===== config.mk =====
export PLATFORM = sky130hd
export DESIGN_NAME = cec_capture_ctrl
export DESIGN_NICKNAME = d
export VERILOG_FILES = /design/src/verilog/cec_capture_ctrl.v
export VERILOG_INCLUDE_DIRS = /design/src /design/src/common
export SDC_FILE = /design/constraint.sdc
export NUM_CORES = 1
export LEC_CHECK = 0
export BUFFER_PORTS_ARGS = -buffer_cell sky130_fd_sc_hd__buf_2
export CAP_MARGIN = 25
export CORE_UTILIZATION = 43
export CTS_BUF_LIST = sky130_fd_sc_hd__clkbuf_8 sky130_fd_sc_hd__clkbuf_16
export CTS_CLUSTER_DIAMETER = 100
export DETAILED_ROUTE_END_ITERATION = 6
export PLACE_DENSITY = 0.76
export SETUP_SLACK_MARGIN = 0.15
export SLEW_MARGIN = 20
export SYNTH_ARGS = -nofsm -noshare
export SYNTH_HDL_FRONTEND = slang
export SYNTH_SLANG_ARGS = --single-unit

===== constraint.sdc =====
create_clock -name clock -period 1.85 [get_ports clock]
set_input_delay 0 -clock clock [delete_from_list [all_inputs] [get_ports clock]]
set_output_delay 0 -clock clock [all_outputs]
set_load 0.01 [all_outputs]

===== src/common/cec_map.vh =====
// Purpose: register map and field layout of the capture edge control block
// Assumes: one 32-bit aligned APB word per register, data in bits 7:0
// Notes: printed offsets are register indices; byte address is index * 4
`ifndef CEC_MAP_VH
`define CEC_MAP_VH

// register indices as printed
`define CEC_IDX_PINS_1_2 16'h104A
`define CEC_IDX_PINS_3_4 16'h104B
`define CEC_IDX_PINS_5_6 16'h104C

// byte addresses on the APB side (index * 4)
`define CEC_ADDR_PINS_1_2 16'h4128
`define CEC_ADDR_PINS_3_4 16'h412C
`define CEC_ADDR_PINS_5_6 16'h4130

// field positions inside one pin's nibble
`define CEC_FLD_FALL 0
`define CEC_FLD_RISE 1
`define CEC_FLD_FLAG 2
`define CEC_FLD_ENA 3

// the upper pin of a register uses the nibble starting here
`define CEC_UPPER_BASE 4

// every control bit clears to this at reset
`define CEC_CTL_RESET 8'h00

// answer to an unmapped read
`define CEC_RDATA_NONE 32'h0000_0000

`endif


===== src/verilog/cec_capture_ctrl.v =====
// Purpose: edge select, pending flag and interrupt enable for six capture
//          inputs, three 8-bit control registers on an APB slave
// Assumes: capture inputs are asynchronous to clock; APB master on clock
// Notes: flags are cleared by writing 0 to them; writing 1 leaves them
//        alone, and a new edge in the clearing cycle keeps the flag set
//
// Behaviour
// RULE_01 - two select bits: none off, fall only, rise only, both edges
// RULE_02 - lower pin: bit 0 falling select, bit 1 rising select
// RULE_03 - upper pin: bit 4 falling select, bit 5 rising select
// RULE_04 - selected edge sets pin pending flag, bit 2 for lower pin
// RULE_05 - pending flag reads 1 while pending, 0 when inactive
// RULE_06 - software must clear the flag while servicing an enabled interrupt
// RULE_07 - enable bit 3 lets a selected edge request an interrupt
// RULE_08 - flags read and clear only; others read-write; all reset to 0
// RULE_09 - pins 3/4 register at index 104Bh, pins 5/6 at 104Ch
// RULE_10 - pins 1/2 register at 104Ah; upper flag bit 6, enable bit 7
// RULE_11 - inputs synchronised; edges found by comparing consecutive samples
// RULE_12 - flag sets regardless of enable; request is flag and enable
`timescale 1ns/100ps
`include "cec_map.vh"

module cec_capture_ctrl #(
    parameter PINS = 6,
    parameter ADDR_W = 16
) (
    input wire clock,
    input wire rst_b,
    input wire psel,
    input wire penable,
    input wire pwrite,
    input wire [ADDR_W-1:0] paddr,
    input wire [31:0] pwdata,
    input wire [3:0] pstrb,
    output wire [31:0] prdata,
    output wire pready,
    output wire pslverr,
    input wire capture_input_1,
    input wire capture_input_2,
    input wire capture_input_3,
    input wire capture_input_4,
    input wire capture_input_5,
    input wire capture_input_6,
    output wire [PINS-1:0] capture_trigger,
    output wire [PINS-1:0] irq_request,
    output wire irq_any
);

    // number of control registers, two pins each
    localparam REGS = 3;

    // gather the pins into one vector, pin 1 in bit 0
    wire [PINS-1:0] pin_raw;
    assign pin_raw = {capture_input_6, capture_input_5, capture_input_4,
                      capture_input_3, capture_input_2, capture_input_1};

    // ------------------------------------------------------------------
    // apb address decode
    // ------------------------------------------------------------------

    wire [ADDR_W-1:0] addr_p12;
    wire [ADDR_W-1:0] addr_p34;
    wire [ADDR_W-1:0] addr_p56;
    wire [REGS-1:0] sel_reg;
    wire mapped;
    wire setup_phase;
    wire access_phase;
    wire [REGS-1:0] wr_reg;

    // register positions as byte addresses
    assign addr_p12 = `CEC_ADDR_PINS_1_2; // RULE_10
    assign addr_p34 = `CEC_ADDR_PINS_3_4; // RULE_09
    assign addr_p56 = `CEC_ADDR_PINS_5_6; // RULE_09

    // one select line per register
    assign sel_reg[0] = (paddr == addr_p12);
    assign sel_reg[1] = (paddr == addr_p34);
    assign sel_reg[2] = (paddr == addr_p56);
    assign mapped = |sel_reg;

    assign setup_phase = psel & ~penable;
    assign access_phase = psel & penable;

    // writes land in the access phase; byte lane 0 carries all 8 bits,
    // so a write without lane 0 changes nothing
    assign wr_reg = sel_reg & {REGS{access_phase & pwrite & pstrb[0]}};

    // zero wait states: every access finishes in its first access cycle
    assign pready = 1'b1;

    // ------------------------------------------------------------------
    // per-pin state: synchroniser, edge detect, control and flag bits
    // ------------------------------------------------------------------

    reg [PINS-1:0] sync1_q;
    reg [PINS-1:0] sync2_q;
    reg [PINS-1:0] last_q;
    reg [PINS-1:0] fall_sel_q;
    reg [PINS-1:0] rise_sel_q;
    reg [PINS-1:0] ena_q;
    reg [PINS-1:0] flag_q;
    reg [PINS-1:0] trig_q;
    reg [PINS-1:0] irq_q;
    reg irq_any_q;

    wire [PINS-1:0] rise_ev;
    wire [PINS-1:0] fall_ev;
    wire [PINS-1:0] hit;
    wire [PINS-1:0] pin_wr;
    wire [PINS-1:0] fall_sel_d;
    wire [PINS-1:0] rise_sel_d;
    wire [PINS-1:0] ena_d;
    wire [PINS-1:0] flag_d;
    wire [PINS-1:0] flag_clr;

    // read image: pin i owns nibble i, so register r is byte r
    wire [PINS*4-1:0] ctl_vec;

    genvar i;
    generate
        for (i = 0; i < PINS; i = i + 1) begin : g_pin
            // nibble base inside the register byte for this pin
            localparam integer BASE = (i % 2) * `CEC_UPPER_BASE;
            localparam integer REG = i / 2;

            // two flops take the pin into the clock domain; only the
            // second stage feeds the edge compare
            always @(posedge clock or negedge rst_b) begin
                if (!rst_b) begin
                    sync1_q[i] <= 1'b0;
                    sync2_q[i] <= 1'b0;
                    last_q[i] <= 1'b0;
                end else begin
                    sync1_q[i] <= pin_raw[i]; // RULE_11
                    sync2_q[i] <= sync1_q[i]; // RULE_11
                    last_q[i] <= sync2_q[i]; // RULE_11
                end
            end

            // one event per transition of the sampled level
            assign rise_ev[i] = sync2_q[i] & ~last_q[i]; // RULE_11
            assign fall_ev[i] = ~sync2_q[i] & last_q[i]; // RULE_11

            // edge selection: neither, one or both edges count
            assign hit[i] = (rise_ev[i] & rise_sel_q[i]) |
                            (fall_ev[i] & fall_sel_q[i]); // RULE_01

            // this pin's register is being written
            assign pin_wr[i] = wr_reg[REG];

            // select bits sit at 0/1 (lower) or 4/5 (upper)
            assign fall_sel_d[i] = pin_wr[i] ?
                pwdata[BASE + `CEC_FLD_FALL] : fall_sel_q[i]; // RULE_02
            assign rise_sel_d[i] = pin_wr[i] ?
                pwdata[BASE + `CEC_FLD_RISE] : rise_sel_q[i]; // RULE_03

            // enable bit 3 (lower) or 7 (upper), plain read-write
            assign ena_d[i] = pin_wr[i] ?
                pwdata[BASE + `CEC_FLD_ENA] : ena_q[i]; // RULE_07

            // software can only clear the flag, by writing 0 to it
            assign flag_clr[i] = pin_wr[i] &
                ~pwdata[BASE + `CEC_FLD_FLAG]; // RULE_08

            // a new edge wins over a clear in the same cycle, so no
            // event is lost while the handler tidies up
            assign flag_d[i] = hit[i] |
                (flag_q[i] & ~flag_clr[i]); // RULE_04 RULE_12

            // control and flag storage, all zero after reset
            always @(posedge clock or negedge rst_b) begin
                if (!rst_b) begin
                    fall_sel_q[i] <= 1'b0; // RULE_08
                    rise_sel_q[i] <= 1'b0;
                    ena_q[i] <= 1'b0;
                    flag_q[i] <= 1'b0;
                end else begin
                    fall_sel_q[i] <= fall_sel_d[i];
                    rise_sel_q[i] <= rise_sel_d[i];
                    ena_q[i] <= ena_d[i];
                    flag_q[i] <= flag_d[i]; // RULE_05
                end
            end

            // capture strobe toward the timer, one cycle per edge
            always @(posedge clock or negedge rst_b) begin
                if (!rst_b) begin
                    trig_q[i] <= 1'b0;
                end else begin
                    trig_q[i] <= hit[i]; // RULE_01
                end
            end

            // request follows flag and enable; a flag left pending with
            // the enable off fires as soon as the enable is written
            always @(posedge clock or negedge rst_b) begin
                if (!rst_b) begin
                    irq_q[i] <= 1'b0;
                end else begin
                    irq_q[i] <= flag_d[i] & ena_d[i]; // RULE_07 RULE_12
                end
            end

            // read image nibble {enable, flag, rise, fall}
            assign ctl_vec[i*4 + `CEC_FLD_FALL] = fall_sel_q[i];
            assign ctl_vec[i*4 + `CEC_FLD_RISE] = rise_sel_q[i];
            assign ctl_vec[i*4 + `CEC_FLD_FLAG] = flag_q[i]; // RULE_05
            assign ctl_vec[i*4 + `CEC_FLD_ENA] = ena_q[i];
        end
    endgenerate

    // the handler clears flags by software, so the request simply
    // stands until then
    assign capture_trigger = trig_q;
    assign irq_request = irq_q; // RULE_06

    // one summary request for a single interrupt line upstream
    always @(posedge clock or negedge rst_b) begin
        if (!rst_b) begin
            irq_any_q <= 1'b0;
        end else begin
            irq_any_q <= |(flag_d & ena_d); // RULE_12
        end
    end
    assign irq_any = irq_any_q;

    // ------------------------------------------------------------------
    // apb read data and error, sampled in the setup phase
    // ------------------------------------------------------------------

    reg [31:0] rdata_q;
    reg [31:0] rdata_d;
    reg err_q;

    // pick the addressed byte; bits above the byte read as zero
    always @* begin
        rdata_d = `CEC_RDATA_NONE;
        case (sel_reg)
            3'b001: begin
                rdata_d = {24'h00_0000, ctl_vec[7:0]}; // RULE_10
            end
            3'b010: begin
                rdata_d = {24'h00_0000, ctl_vec[15:8]}; // RULE_09
            end
            3'b100: begin
                rdata_d = {24'h00_0000, ctl_vec[23:16]}; // RULE_09
            end
            default: begin
                rdata_d = `CEC_RDATA_NONE;
            end
        endcase
    end

    // data is taken at the setup edge so the access phase shows it from
    // a flop; a flag set between setup and access shows next read
    always @(posedge clock or negedge rst_b) begin
        if (!rst_b) begin
            rdata_q <= `CEC_RDATA_NONE;
            err_q <= 1'b0;
        end else if (setup_phase) begin
            rdata_q <= pwrite ? `CEC_RDATA_NONE : rdata_d;
            err_q <= ~mapped;
        end else if (!psel) begin
            rdata_q <= `CEC_RDATA_NONE;
            err_q <= 1'b0;
        end
    end

    // unmapped addresses answer with an error and zero data
    assign prdata = rdata_q;
    assign pslverr = err_q & access_phase;

endmodule // cec_capture_ctrl

==> key figures, run 1 <==
Placement
  – # port buffers: 57
  – DP Wirelength: 4280 µm
  – Cells after DPL: 380
  – GP Congestion: 0.888
  – Dpl cell area: 0.00326 mm²
  – Place WS: -0.777 ns

Min path
  – Worst hold path type: in2reg

Synthesis
  – Distinct cell type count after synthesis: between 40 and 50
  – Synthesized-area fraction occupied by adder cells: 0%
  – Synth Area in Simple Gates: 13.3%
  – Dominant synthesized flop cell: dfrtp_1
  – Sequential area share after synthesis: 60.3%
  – Avg Inst Size Synth: 12.2 µm²
  – Main combinational cell family by area after synthesis: simple AND/OR/NAND/NOR gates
  – Post-synth EDFFs: 0
  – Synth Area in Compound Gates: between 10% and 20%
  – Cells after synthesis: 217
  – Warning count from the yosys run: 0
  – Post-synthesis mux area share: 7.12%
  – Post-Synth XOR/XNOR Area: 0%
  – Asr flop ratio synth: 100%
  – Cell Area, Synth: 0.00266 mm²
  – Post-synthesis register bit count: 64

Floorplan
  – Ports: 110
  – Die Wd: 80.6 µm
  – Core area: 0.00596 mm²
  – DIE AREA: 0.00649 mm²
  – Num rows: 28
  – Initial Utilization: 44.6%
  – Die height: ~81 µm

Run
  – Number of max-cap violations: 0

STA
  – Final period util: 122%
  – Clock skew: 0.00704 ns
  – Fin crit period: 2.27 ns
  – Slew Limit Fails: 0
  – Final Worst Setup Slack: -0.416 ns
  – Worst hold slack: ~0.088 ns
  – Final hold violations: 0
  – Max Fclk: 0.441 GHz
  – TNS Setup: -2.83 ns
  – Final Setup Violations: 21
  – Rel. slew slack: 48.6%
  – RSZ-0062 raised after global routing: true
  – Worst-margin pin slew: 0.771 ns

Pwr
  – Seq pwr share: 54.9%
  – Sw Pwr: 0.607 mW
  – Logic pwr share: 6.6%
  – Power Internal: 2.00 mW
  – PwrDens: 669 mW/mm²
  – Sw Ratio: a little under a quarter
  – Clk pwr share: 38.5%
  – VDD IR-drop max: 0.405 mV
  – Tot Pwr: approximately 2.6 mW
  – Leakage: 1.94 nW

Final layout
  – Highest-count cells in the layout ignoring fill and taps: dfrtp_1 (64), buf_2 (56), buf_4 (27), conb_1 (25), nand2_1 (20)
  – Final core occ: 65.4%
  – Final Cell Area: ~0.0039 mm²
  – Nets: ~410
  – Commonest non-fill, non-tap cell in the layout: dfrtp_1
  – Share of cells above drive strength 1: around 44%
  – Final instance count without filler cells: 424
  – Antenna Cells: 0
  – Multi-input logic area: 0.00112 mm²
  – Area Overhead vs Synth: 46.7%
  – Filler cells: about 460
  – Register area: 0.00160 mm²

Critical path
  – CP arrival: 2.47 ns
  – Worst-path fanout max: 6
  – Crit path launch type: input pin
  – Crit path cell chain: buf_6, or4b_4, or4_4, nor3_4, mux2i_1, or3_1, or4_1
  – Worst path max stage delay: around 0.60 ns
  – Worst EP required: 2.06 ns
  – CP Capture Type: register
  – Crit-path slowest cell: or4_4
  – Worst Setup Path Type: in2reg

Clock network
  – Clock Root Buffer: clkbuf_8
  – CTS Buf Count: 9
  – Num Clock Sinks: 64
  – Deepest clock path buffer count: 2
  – CTS tree: yes
  – Worst-path clk slew: 0.07 ns
  – Clock Latency Late Sink: 0.34 ns
  – CTS H-tree lvls: 3

Detailed routing
  – Via/cell ratio: between 5 and 6
  – Post-DRT Antenna Nets: 0
  – Routed Wire Length: about 6500 µm
  – Wire per inst: around 15 µm
  – Drt pass-1 iters: 6
  – DRC: 0
  – Via Count: between 2k and 2.5k
  – DR iter-0 viols: approximately 160

GRT
  – Routing usage on met3: 4.09%
  – GR Overflow Total: 0
  – Total GRT Usage: 21.5%
  – GRT busiest layer: met2
  – Initial antenna violation count: 0
  – Pin count of the biggest net entering global routing: 65
  – Met1 Usage GRT: approximately 28%
  – Vias in the first global route: 2028
  – Global-route wire length before repair: 9800 µm
  – GR Layer Usage met2: 32.6%

Status
  – Violated checks: setup timing
  – Status: finished with violations
[area by class of cell]
class	instances	share of cell area [%]
Sequential cell	64	41.1
Multi-Input combinational cell	144	28.7
Timing Repair Buffer	120	23.1
Clock buffer	10	3.53
Tap cell	75	2.41
Clock inverter	6	0.707
Inverter	5	0.482
[power by group through the flow]
stage               Sequential [mW]  Combinational [mW]  Clock [mW]
CTS                            1.43               0.166        1.03
detailed placement             1.46               0.131           0
global placement               1.46               0.128           0
finish                         1.43               0.171        1.00
floorplan                      1.45              0.0829           0
global route                   1.43               0.192        1.10
[worst max-delay path: cells and delay by family]
family	cells	cell delay [ns]
AND/OR/NAND/NOR	5	2.25
buffers and inverters	1	0.09
multiplexers	1	0.14
[routing by layer]
| metal | wire (µm) | share of wire (%) | vias up |
|---|---|---|---|
| met5 | 0 | 0 | - |
| met4 | 146 | 2.3 | 0 |
| met3 | 476 | 7.4 | 16 |
| met2 | 3060 | 47 | 120 |
| met1 | 2780 | 43 | 1023 |
| li1 | - | - | 989 |
[cell usage after synthesis, types with 2 or more instances]
library cell	number	area (µm²)
nor2_1	12	45.0
and2_1	2	12.5
o21ai_1	11	55.1
conb_1	2	7.51
or3_1	2	12.5
o31ai_1	5	37.5
nor2b_1	2	12.5
or4_4	2	22.5
buf_4	25	188
o21ai_0	4	20.0
dfrtp_1	64	1600
a222oi_1	8	80.1
mux2_1	9	101
nand2b_1	6	37.5
mux2_2	6	67.6
nand3b_1	4	30.0
mux2i_1	2	20.0
inv_1	5	18.8
nand2_1	20	75.1
clkbuf_1	2	7.51
[repair_timing]
action	in CTS	in global routing
setup buffers	5	4
setup endpoints to repair	19	28
endpoints found under the hold margin	93	0
resized for setup	21	27
gates cloned	1	0
pin swaps	8	9
hold buffers	18	0
[state kept, by name (all words and copies together) (netlist names)]
name             count
irq_any              1
irq_request          6
capture_trigger      6
sync1_q              6
ctl_vec             24
last_q               6
sync2_q              6
err_q                1
prdata               8
[worst paths after layout]
check	from	endpoint	slack [ns]	cells past startpoint
min reg2reg	sync1_q[0]$_DFF_PN0_	sync2_q[0]$_DFF_PN0_	0.35	0
min	pwrite	prdata[3]$_DFFE_PN0P_	0.09	4
max	paddr[1]	irq_any$_DFF_PN0_	-0.42	7
min in group asynchronous	rst_b	last_q[3]$_DFF_PN0_	0.39	3
max reg2reg	sync2_q[5]$_DFF_PN0_	irq_any$_DFF_PN0_	-0.41	6
max in group asynchronous	rst_b	ctl_vec[3]$_DFF_PN0_	0.95	3
[cell families after synthesis]
logic type	count (synthesis)
muxes	17
and+or+nand+nor	62
DFF	64
buffers and inverters	33
other	2
AOI/OAI and AO/OA	39
(Power assumes the default switching activity.)
==> run 2, diff against run 1 <==
Settings changed: CTS_BUF_LIST sky130_fd_sc_hd__clkbuf_8 sky130_fd_sc_hd__clkbuf_16 to sky130_fd_sc_hd__clkbuf_16.
==> run 2 against run 1 <==
The run still ends with setup timing left. Hold slack got worse by 0.085 ns. Critical path type unchanged. Highest routed layer unchanged. Combinational power fell by 5%. Non-clock buffer count decreased by 4. First-iteration DRC count rose by 0.63%. Wire length decreased by 1.8%. Final area rose by 0.80%. Clock-buffer cell count down 1.
==> key figures, run 2 (synthesis results as in run 1) <==
Critical path
  – Crit-path slowest cell: or4_4
  – Crit path cell chain: buf_6, or4b_4, or4_4, or4_4, a21oi_4, nor2_2, or4_1
  – CP Capture Type: register
  – Worst path max stage delay: around 0.6 ns
  – Most Frequent Cell on Critical Path: or4_4
  – Crit path launch type: input pin
  – Worst-path fanout max: 6
  – Worst EP required: 2.04 ns
  – Worst Setup Path Type: in2reg
  – Buf+Inv Stages, Crit Path: 1
  – Top delay family on crit path: simple AND/OR/NAND/NOR gates
  – CP arrival: 2.43 ns

Final layout
  – Multi-input logic area: 0.00111 mm²
  – Register area: roughly 0.0016 mm²
  – Commonest non-fill, non-tap cell in the layout: dfrtp_1
  – Nets: about 400
  – Max FFs per register: 24
  – Area Overhead vs Synth: 47.8%
  – Highest-count cells in the layout ignoring fill and taps: dfrtp_1 (64), buf_2 (56), buf_4 (29), conb_1 (25), nand2_1 (20)
  – Filler cells: around 470
  – Antenna Cells: 0
  – Share of cells above drive strength 1: 44.3%
  – Final core occ: 65.9%

Clock network
  – CTS tree: yes
  – CTS Buf Count: 9
  – Clock Latency Late Sink: approximately 0.33 ns
  – Clock Root Buffer: clkbuf_16
  – CTS H-tree lvls: 3
  – Deepest clock path buffer count: 2
  – Worst-path clk slew: about 0.050 ns
  – Num Clock Sinks: between 60 and 70

STA
  – Slew Limit Fails: 0
  – Clock skew: 0.00691 ns
  – RSZ-0062 raised after global routing: true
  – Rel. slew slack: 48.9%
  – Final hold violations: 0
  – Final Setup Violations: 22
  – Max Fclk: between 0.4 and 0.5 GHz
  – Final Worst Setup Slack: -0.391 ns
  – Fin crit period: approximately 2.2 ns
  – Worst hold slack: 0.00255 ns
  – Final period util: 121%
  – TNS Setup: -3.46 ns
  – Worst-margin pin slew: 0.766 ns

Pwr
  – Leakage: 1.96 nW
  – VDD IR-drop max: 0.549 mV
  – Tot Pwr: 3.03 mW
  – PwrDens: between 700 and 800 mW/mm²

Status
  – Status: finished with violations
  – Violated checks: setup timing

GRT
  – GR Overflow Total: 0
  – Total GRT Usage: 21.8%
  – Vias in the first global route: 2090
  – Initial antenna violation count: 0
  – Pin count of the biggest net entering global routing: 65
  – Global-route wire length before repair: 9950 µm

Detailed routing
  – DR iter-0 viols: around 160
  – Post-DRT Antenna Nets: 0
  – Routed Wire Length: 6350 µm
  – Via Count: 2111
  – DRC: 0
  – Wire per inst: 15.1 µm
  – Via/cell ratio: 5.03
  – Drt pass-1 iters: 4

Placement
  – DP Wirelength: 4280 µm
  – Place WS: -0.777 ns
  – # port buffers: 57
  – GP Congestion: 0.888

Min path
  – Worst hold path type: in2reg

Floorplan
  – Die height: 80.6 µm
  – Initial Utilization: about 45%
  – DIE AREA: 0.00649 mm²
  – Die Wd: 80.6 µm
  – Core area: just under 0.006 mm²
  – Num rows: 28
  – Ports: 110

Run
  – Number of max-cap violations: 0
==> run 2: cell types whose count changed in the layout (fill, tap and decap cells not counted), moves of 2 or more <==
cell,change
dlygate4sd3_1,-4
clkbuf_8,-10
clkbuf_16,+9
buf_4,+2
==> run 2: report_power, final <==
part	leakage, nW	switching, mW	internal, mW
Clock	0.139	0.551	0.878
Sequential	0.846	0.00976	1.42
Combinational	0.980	0.0937	0.0687
==> run 2: cell type report <==
cell class | count | area share [%]
clock inverter | 7 | 0.797
timing repair buffer | 116 | 21.6
multi-input combinational | 144 | 28.2
clock buffer | 9 | 5.74
tap | 75 | 2.39
sequential | 64 | 40.8
inverter | 5 | 0.478
==> run 2: worst reg2reg max path: cells and delay by family, from the launching register on <==
kind / cells / cell delay, ns
flip-flops: 1 / 0.36
AND/OR/NAND/NOR: 3 / 1.02
AO/OA/AOI/OAI: 2 / 0.49
multiplexers: 1 / 0.15
==> run 2: metal layers <==
metal	track usage, %	wire [µm]	vias up
li1	-	-	984
met1	28.5	2760	1021
met2	34.2	3080	95
met3	4.55	367	11
met4	11.4	145	0
met5	0	0	-
==> run 2: metrics by stage <==
stage | instances | cell area, µm²
finish | 420 | 3930
global route | 420 | 3930
CTS | 416 | 3810
detailed placement | 380 | 3260
global placement | 380 | 3260
floorplan | 240 | 2800
==> run 2: what timing repair did <==
item                       CTS  global route
hold endpoints to repair    89             0
hold buffers                14             0
cloned                       1             0
setup endpoints to repair   23            34
resized for setup           24            20
pin swaps                    6             6
buffers inserted             5             4
==> run 2: worst paths after layout <==
kind	slack [ns]	from	cells past startpoint	end
hold / removal	0.003	pwdata[6]	3	ctl_vec[14]$_DFF_PN0_
setup reg to reg	-0.30	sync2_q[5]$_DFF_PN0_	6	irq_any$_DFF_PN0_
max in group asynchronous	0.94	rst_b	3	ctl_vec[3]$_DFF_PN0_
setup / recovery	-0.39	paddr[1]	7	irq_any$_DFF_PN0_
hold reg to reg	0.35	sync1_q[5]$_DFF_PN0_	0	sync2_q[5]$_DFF_PN0_
min in group asynchronous	0.40	rst_b	3	sync1_q[4]$_DFF_PN0_
==> run 3, diff against run 2 <==
Settings changed: ABC_AREA from default to 1, CORE_UTILIZATION 43 to 45, PLACE_DENSITY 0.76 to 0.74, SLEW_MARGIN 20 to 0.
Clock period 1.85 ns to 2.55 ns, I/O delays scaled along.
==> run 3 against run 2 <==
The run now ends clean. Wire length fell by 12%. First-iteration DRC count fell by 49%. Clock-buffer cell count did not move. Hold slack improved by 0.016 ns. Power fell by 21%. Synthesized cell count rose by 36%. Area after synthesis rose by 8.9%. Sequential share of layout area rose by 4.2 points. Setup slack improved by 1.6 ns. Clock power fell by 13%. Die area rose by 3.9%. Sequential power fell by 27%. Largest power group is now the clock network.
==> key figures, run 3 <==
Status
  – Status: complete, no violations

Pwr
  – VDD IR-drop max: 0.474 mV
  – Clk pwr share: 51.8%
  – Power Internal: 1.91 mW
  – Leakage: slightly above 2 nW
  – Sw Ratio: 20.3%
  – Logic pwr share: 4.9%
  – Seq pwr share: between 40% and 50%
  – Sw Pwr: ~0.49 mW
  – PwrDens: 675 mW/mm²

Critical path
  – Crit path launch type: register
  – Worst setup path endpoint: irq_any$_DFF_PN0_
  – CP arrival: 1.59 ns
  – Reg-to-reg endpoint: irq_any$_DFF_PN0_
  – Crit-path slowest cell: dfrtp_1
  – Cells on worst reg2reg path: 8
  – Worst-path fanout max: 2
  – Most Frequent Cell on Critical Path: nand2_1
  – Worst path max stage delay: 0.37 ns
  – Worst EP required: 2.77 ns
  – Worst setup startpoint: ctl_vec[16]$_DFFE_PN0N_
  – Worst Setup Path Type: reg2reg
  – Worst flop-to-flop path startpoint: ctl_vec[16]$_DFFE_PN0N_
  – R2R Setup Slk: 1.18 ns
  – Crit path cell chain: inv_1, nor3_1, a31oi_1, nand2_1, nand2_1, nand2_1, nor2_1, nand2_1
  – CP Capture Type: register

Synthesis
  – Distinct cell type count after synthesis: 26
  – Cells after synthesis: roughly 300
  – Dominant synthesized flop cell: dfrtp_1
  – Area contributors post-synth: dfrtp_1 (55%), nand2_1 (7.5%), buf_4 (6.5%)
  – Most numerous cell in the Yosys netlist: dfrtp_1
  – Synth area leader: dfrtp_1
  – Sequential area share after synthesis: a little under three fifths
  – Post-synthesis register bit count: 64
  – Asr flop ratio synth: between 90% and 100%
  – Post-synth EDFFs: 0
  – Warning count from the yosys run: 0
  – Post-synth top area share: 55.4%
  – Post-synth top cells: dfrtp_1 (64), nand2_1 (58), inv_1 (44)
  – Avg Inst Size Synth: just under 10 µm²
  – Cell Area, Synth: 0.00289 mm²

Clock network
  – CTS H-tree lvls: 3
  – CTS tree: yes
  – Setup bufs post-CTS: 0
  – CTS Buf Count: 9
  – Deepest clock path buffer count: 2
  – Worst-path clk slew: 0.05 ns
  – Clock Latency Late Sink: 0.33 ns
  – Clock Root Buffer: clkbuf_16
  – Num Clock Sinks: 64

GRT
  – Total GRT Usage: 19.5%
  – GR Overflow Total: 0
  – Initial antenna violation count: 0
  – Vias in the first global route: 2129
  – Global-route wire length before repair: 9340 µm
  – Pin count of the biggest net entering global routing: 29

STA
  – Final period util: between 50% and 60%
  – TNS Setup: 0 ns
  – Final hold violations: 0
  – Fin crit period: 1.37 ns
  – Clock skew: 0.0110 ns
  – Worst hold slack: between 0.015 and 0.02 ns
  – Slew Limit Fails: 0
  – Max Fclk: ~0.73 GHz
  – Final Setup Violations: 0
  – RSZ-0062 raised after global routing: false

Placement
  – GP Congestion: 0.863
  – DP Wirelength: 3990 µm
  – # port buffers: 57

Run
  – Number of max-cap violations: 0

Detailed routing
  – Via Count: approximately 2.1k
  – DRC: 0
  – Wire per inst: ~12 µm
  – Via/cell ratio: 4.72
  – Post-DRT Antenna Nets: 0
  – Drt pass-1 iters: 4
  – Routed Wire Length: 5590 µm
  – DR iter-0 viols: about 80

Floorplan
  – Num rows: 28
  – Die Wd: 82.1 µm
  – Initial Utilization: 47.7%
  – Ports: 110
  – DIE AREA: 0.00675 mm²
  – Die height: 82.1 µm
  – Core area: between 0.006 and 0.007 mm²

Min path
  – Worst hold path type: in2reg
  – HP Start: pwdata[3]

Final layout
  – Max FFs per register: 24
  – Commonest non-fill, non-tap cell in the layout: dfrtp_1
  – Antenna Cells: 0
  – Highest-count cells in the layout ignoring fill and taps: dfrtp_1 (64), nand2_1 (58), buf_2 (57), inv_1 (47), conb_1 (25)
  – Nets: 433
  – Share of cells above drive strength 1: 25.3%
  – Area Overhead vs Synth: 23.1%
-- run 3: cell types whose count changed after synthesis, moves of 8 or more --
cell      delta
a222oi_1     -8
inv_1       +39
mux2_1       -9
nand2_1     +38
nand3_1     +16
o21ai_0      +8
-- run 3: cell type report --
| cell class | instances | area, µm² |
|---|---|---|
| repair buffers | 71 | 420 |
| clock buffers | 9 | 225 |
| multi-input cells | 177 | 961 |
| clock inverters | 7 | 80.1 |
| fillers | 535 | 2500 |
| flip-flops and latches | 64 | 1600 |
| inverters | 47 | 176 |
| well taps | 75 | 93.8 |
-- run 3: kinds of logic (layout without fill, tap and decap cells) --
logic type	after synthesis	in the layout	share of synthesized area [%]
other cells	2	25	0.260
flops	64	64	55.4
buf+inv	77	134	14.3
compound gates	36	36	7.79
simple gates	116	116	22.2
-- run 3: what timing repair did --
action                    4_1_cts  5_1_grt
hold buffers                   12        0
resized for setup               0        0
hold endpoints to repair       35        0
-- run 3: stage by stage --
step                      util [%]  setup slack (ns)  power (mW)  instances  cell area (µm²)
final                         58.7              1.18        2.40        450             3560
after global routing          58.7              1.02        2.49        450             3560
after CTS                     58.7              1.19        2.42        450             3560
after detailed placement      51.7             0.995        1.16        422             3130
after global placement        51.7              1.02        1.16        422             3130
after floorplan                  -              1.42        1.13        318             2980
-- run 3: layer usage --
metal	share of wire (%)	vias to the layer above	track usage [%]	wire, µm
li1	-	1036	-	-
met1	39	994	22.1	2180
met2	51	80	32.7	2870
met3	7.6	14	6.81	425
met4	2.0	0	9.47	110
met5	0	-	0	0
-- run 3: worst min-delay path by stage --
stage / slack (ns) / to / depth (start not counted)
after floorplan: -0.30 / capture_trigger[0]$_DFF_PN0_ / 0
after global placement: -0.05 / sync1_q[5]$_DFF_PN0_ / 1
after detailed placement: -0.04 / sync1_q[4]$_DFF_PN0_ / 1
after CTS: 0.01 / ctl_vec[19]$_DFF_PN0_ / 3
after global routing: 0.04 / ctl_vec[19]$_DFF_PN0_ / 3
final: 0.02 / ctl_vec[19]$_DFF_PN0_ / 3
-- run 3: critical path, delay by kind of cell (launching register included) --
kind,cells,cell delay (ns)
compound gates,1,0.28
buf+inv,1,0.08
flops,1,0.37
simple gates,6,0.53
-- run 3: power groups by stage --
stage / Sequential, mW / Combinational (mW) / Clock [mW]
floorplan: 1.05 / 0.0766 / 0
global placement: 1.06 / 0.102 / 0
detailed placement: 1.06 / 0.105 / 0
CTS: 1.04 / 0.119 / 1.26
global route: 1.04 / 0.135 / 1.31
finish: 1.04 / 0.117 / 1.24
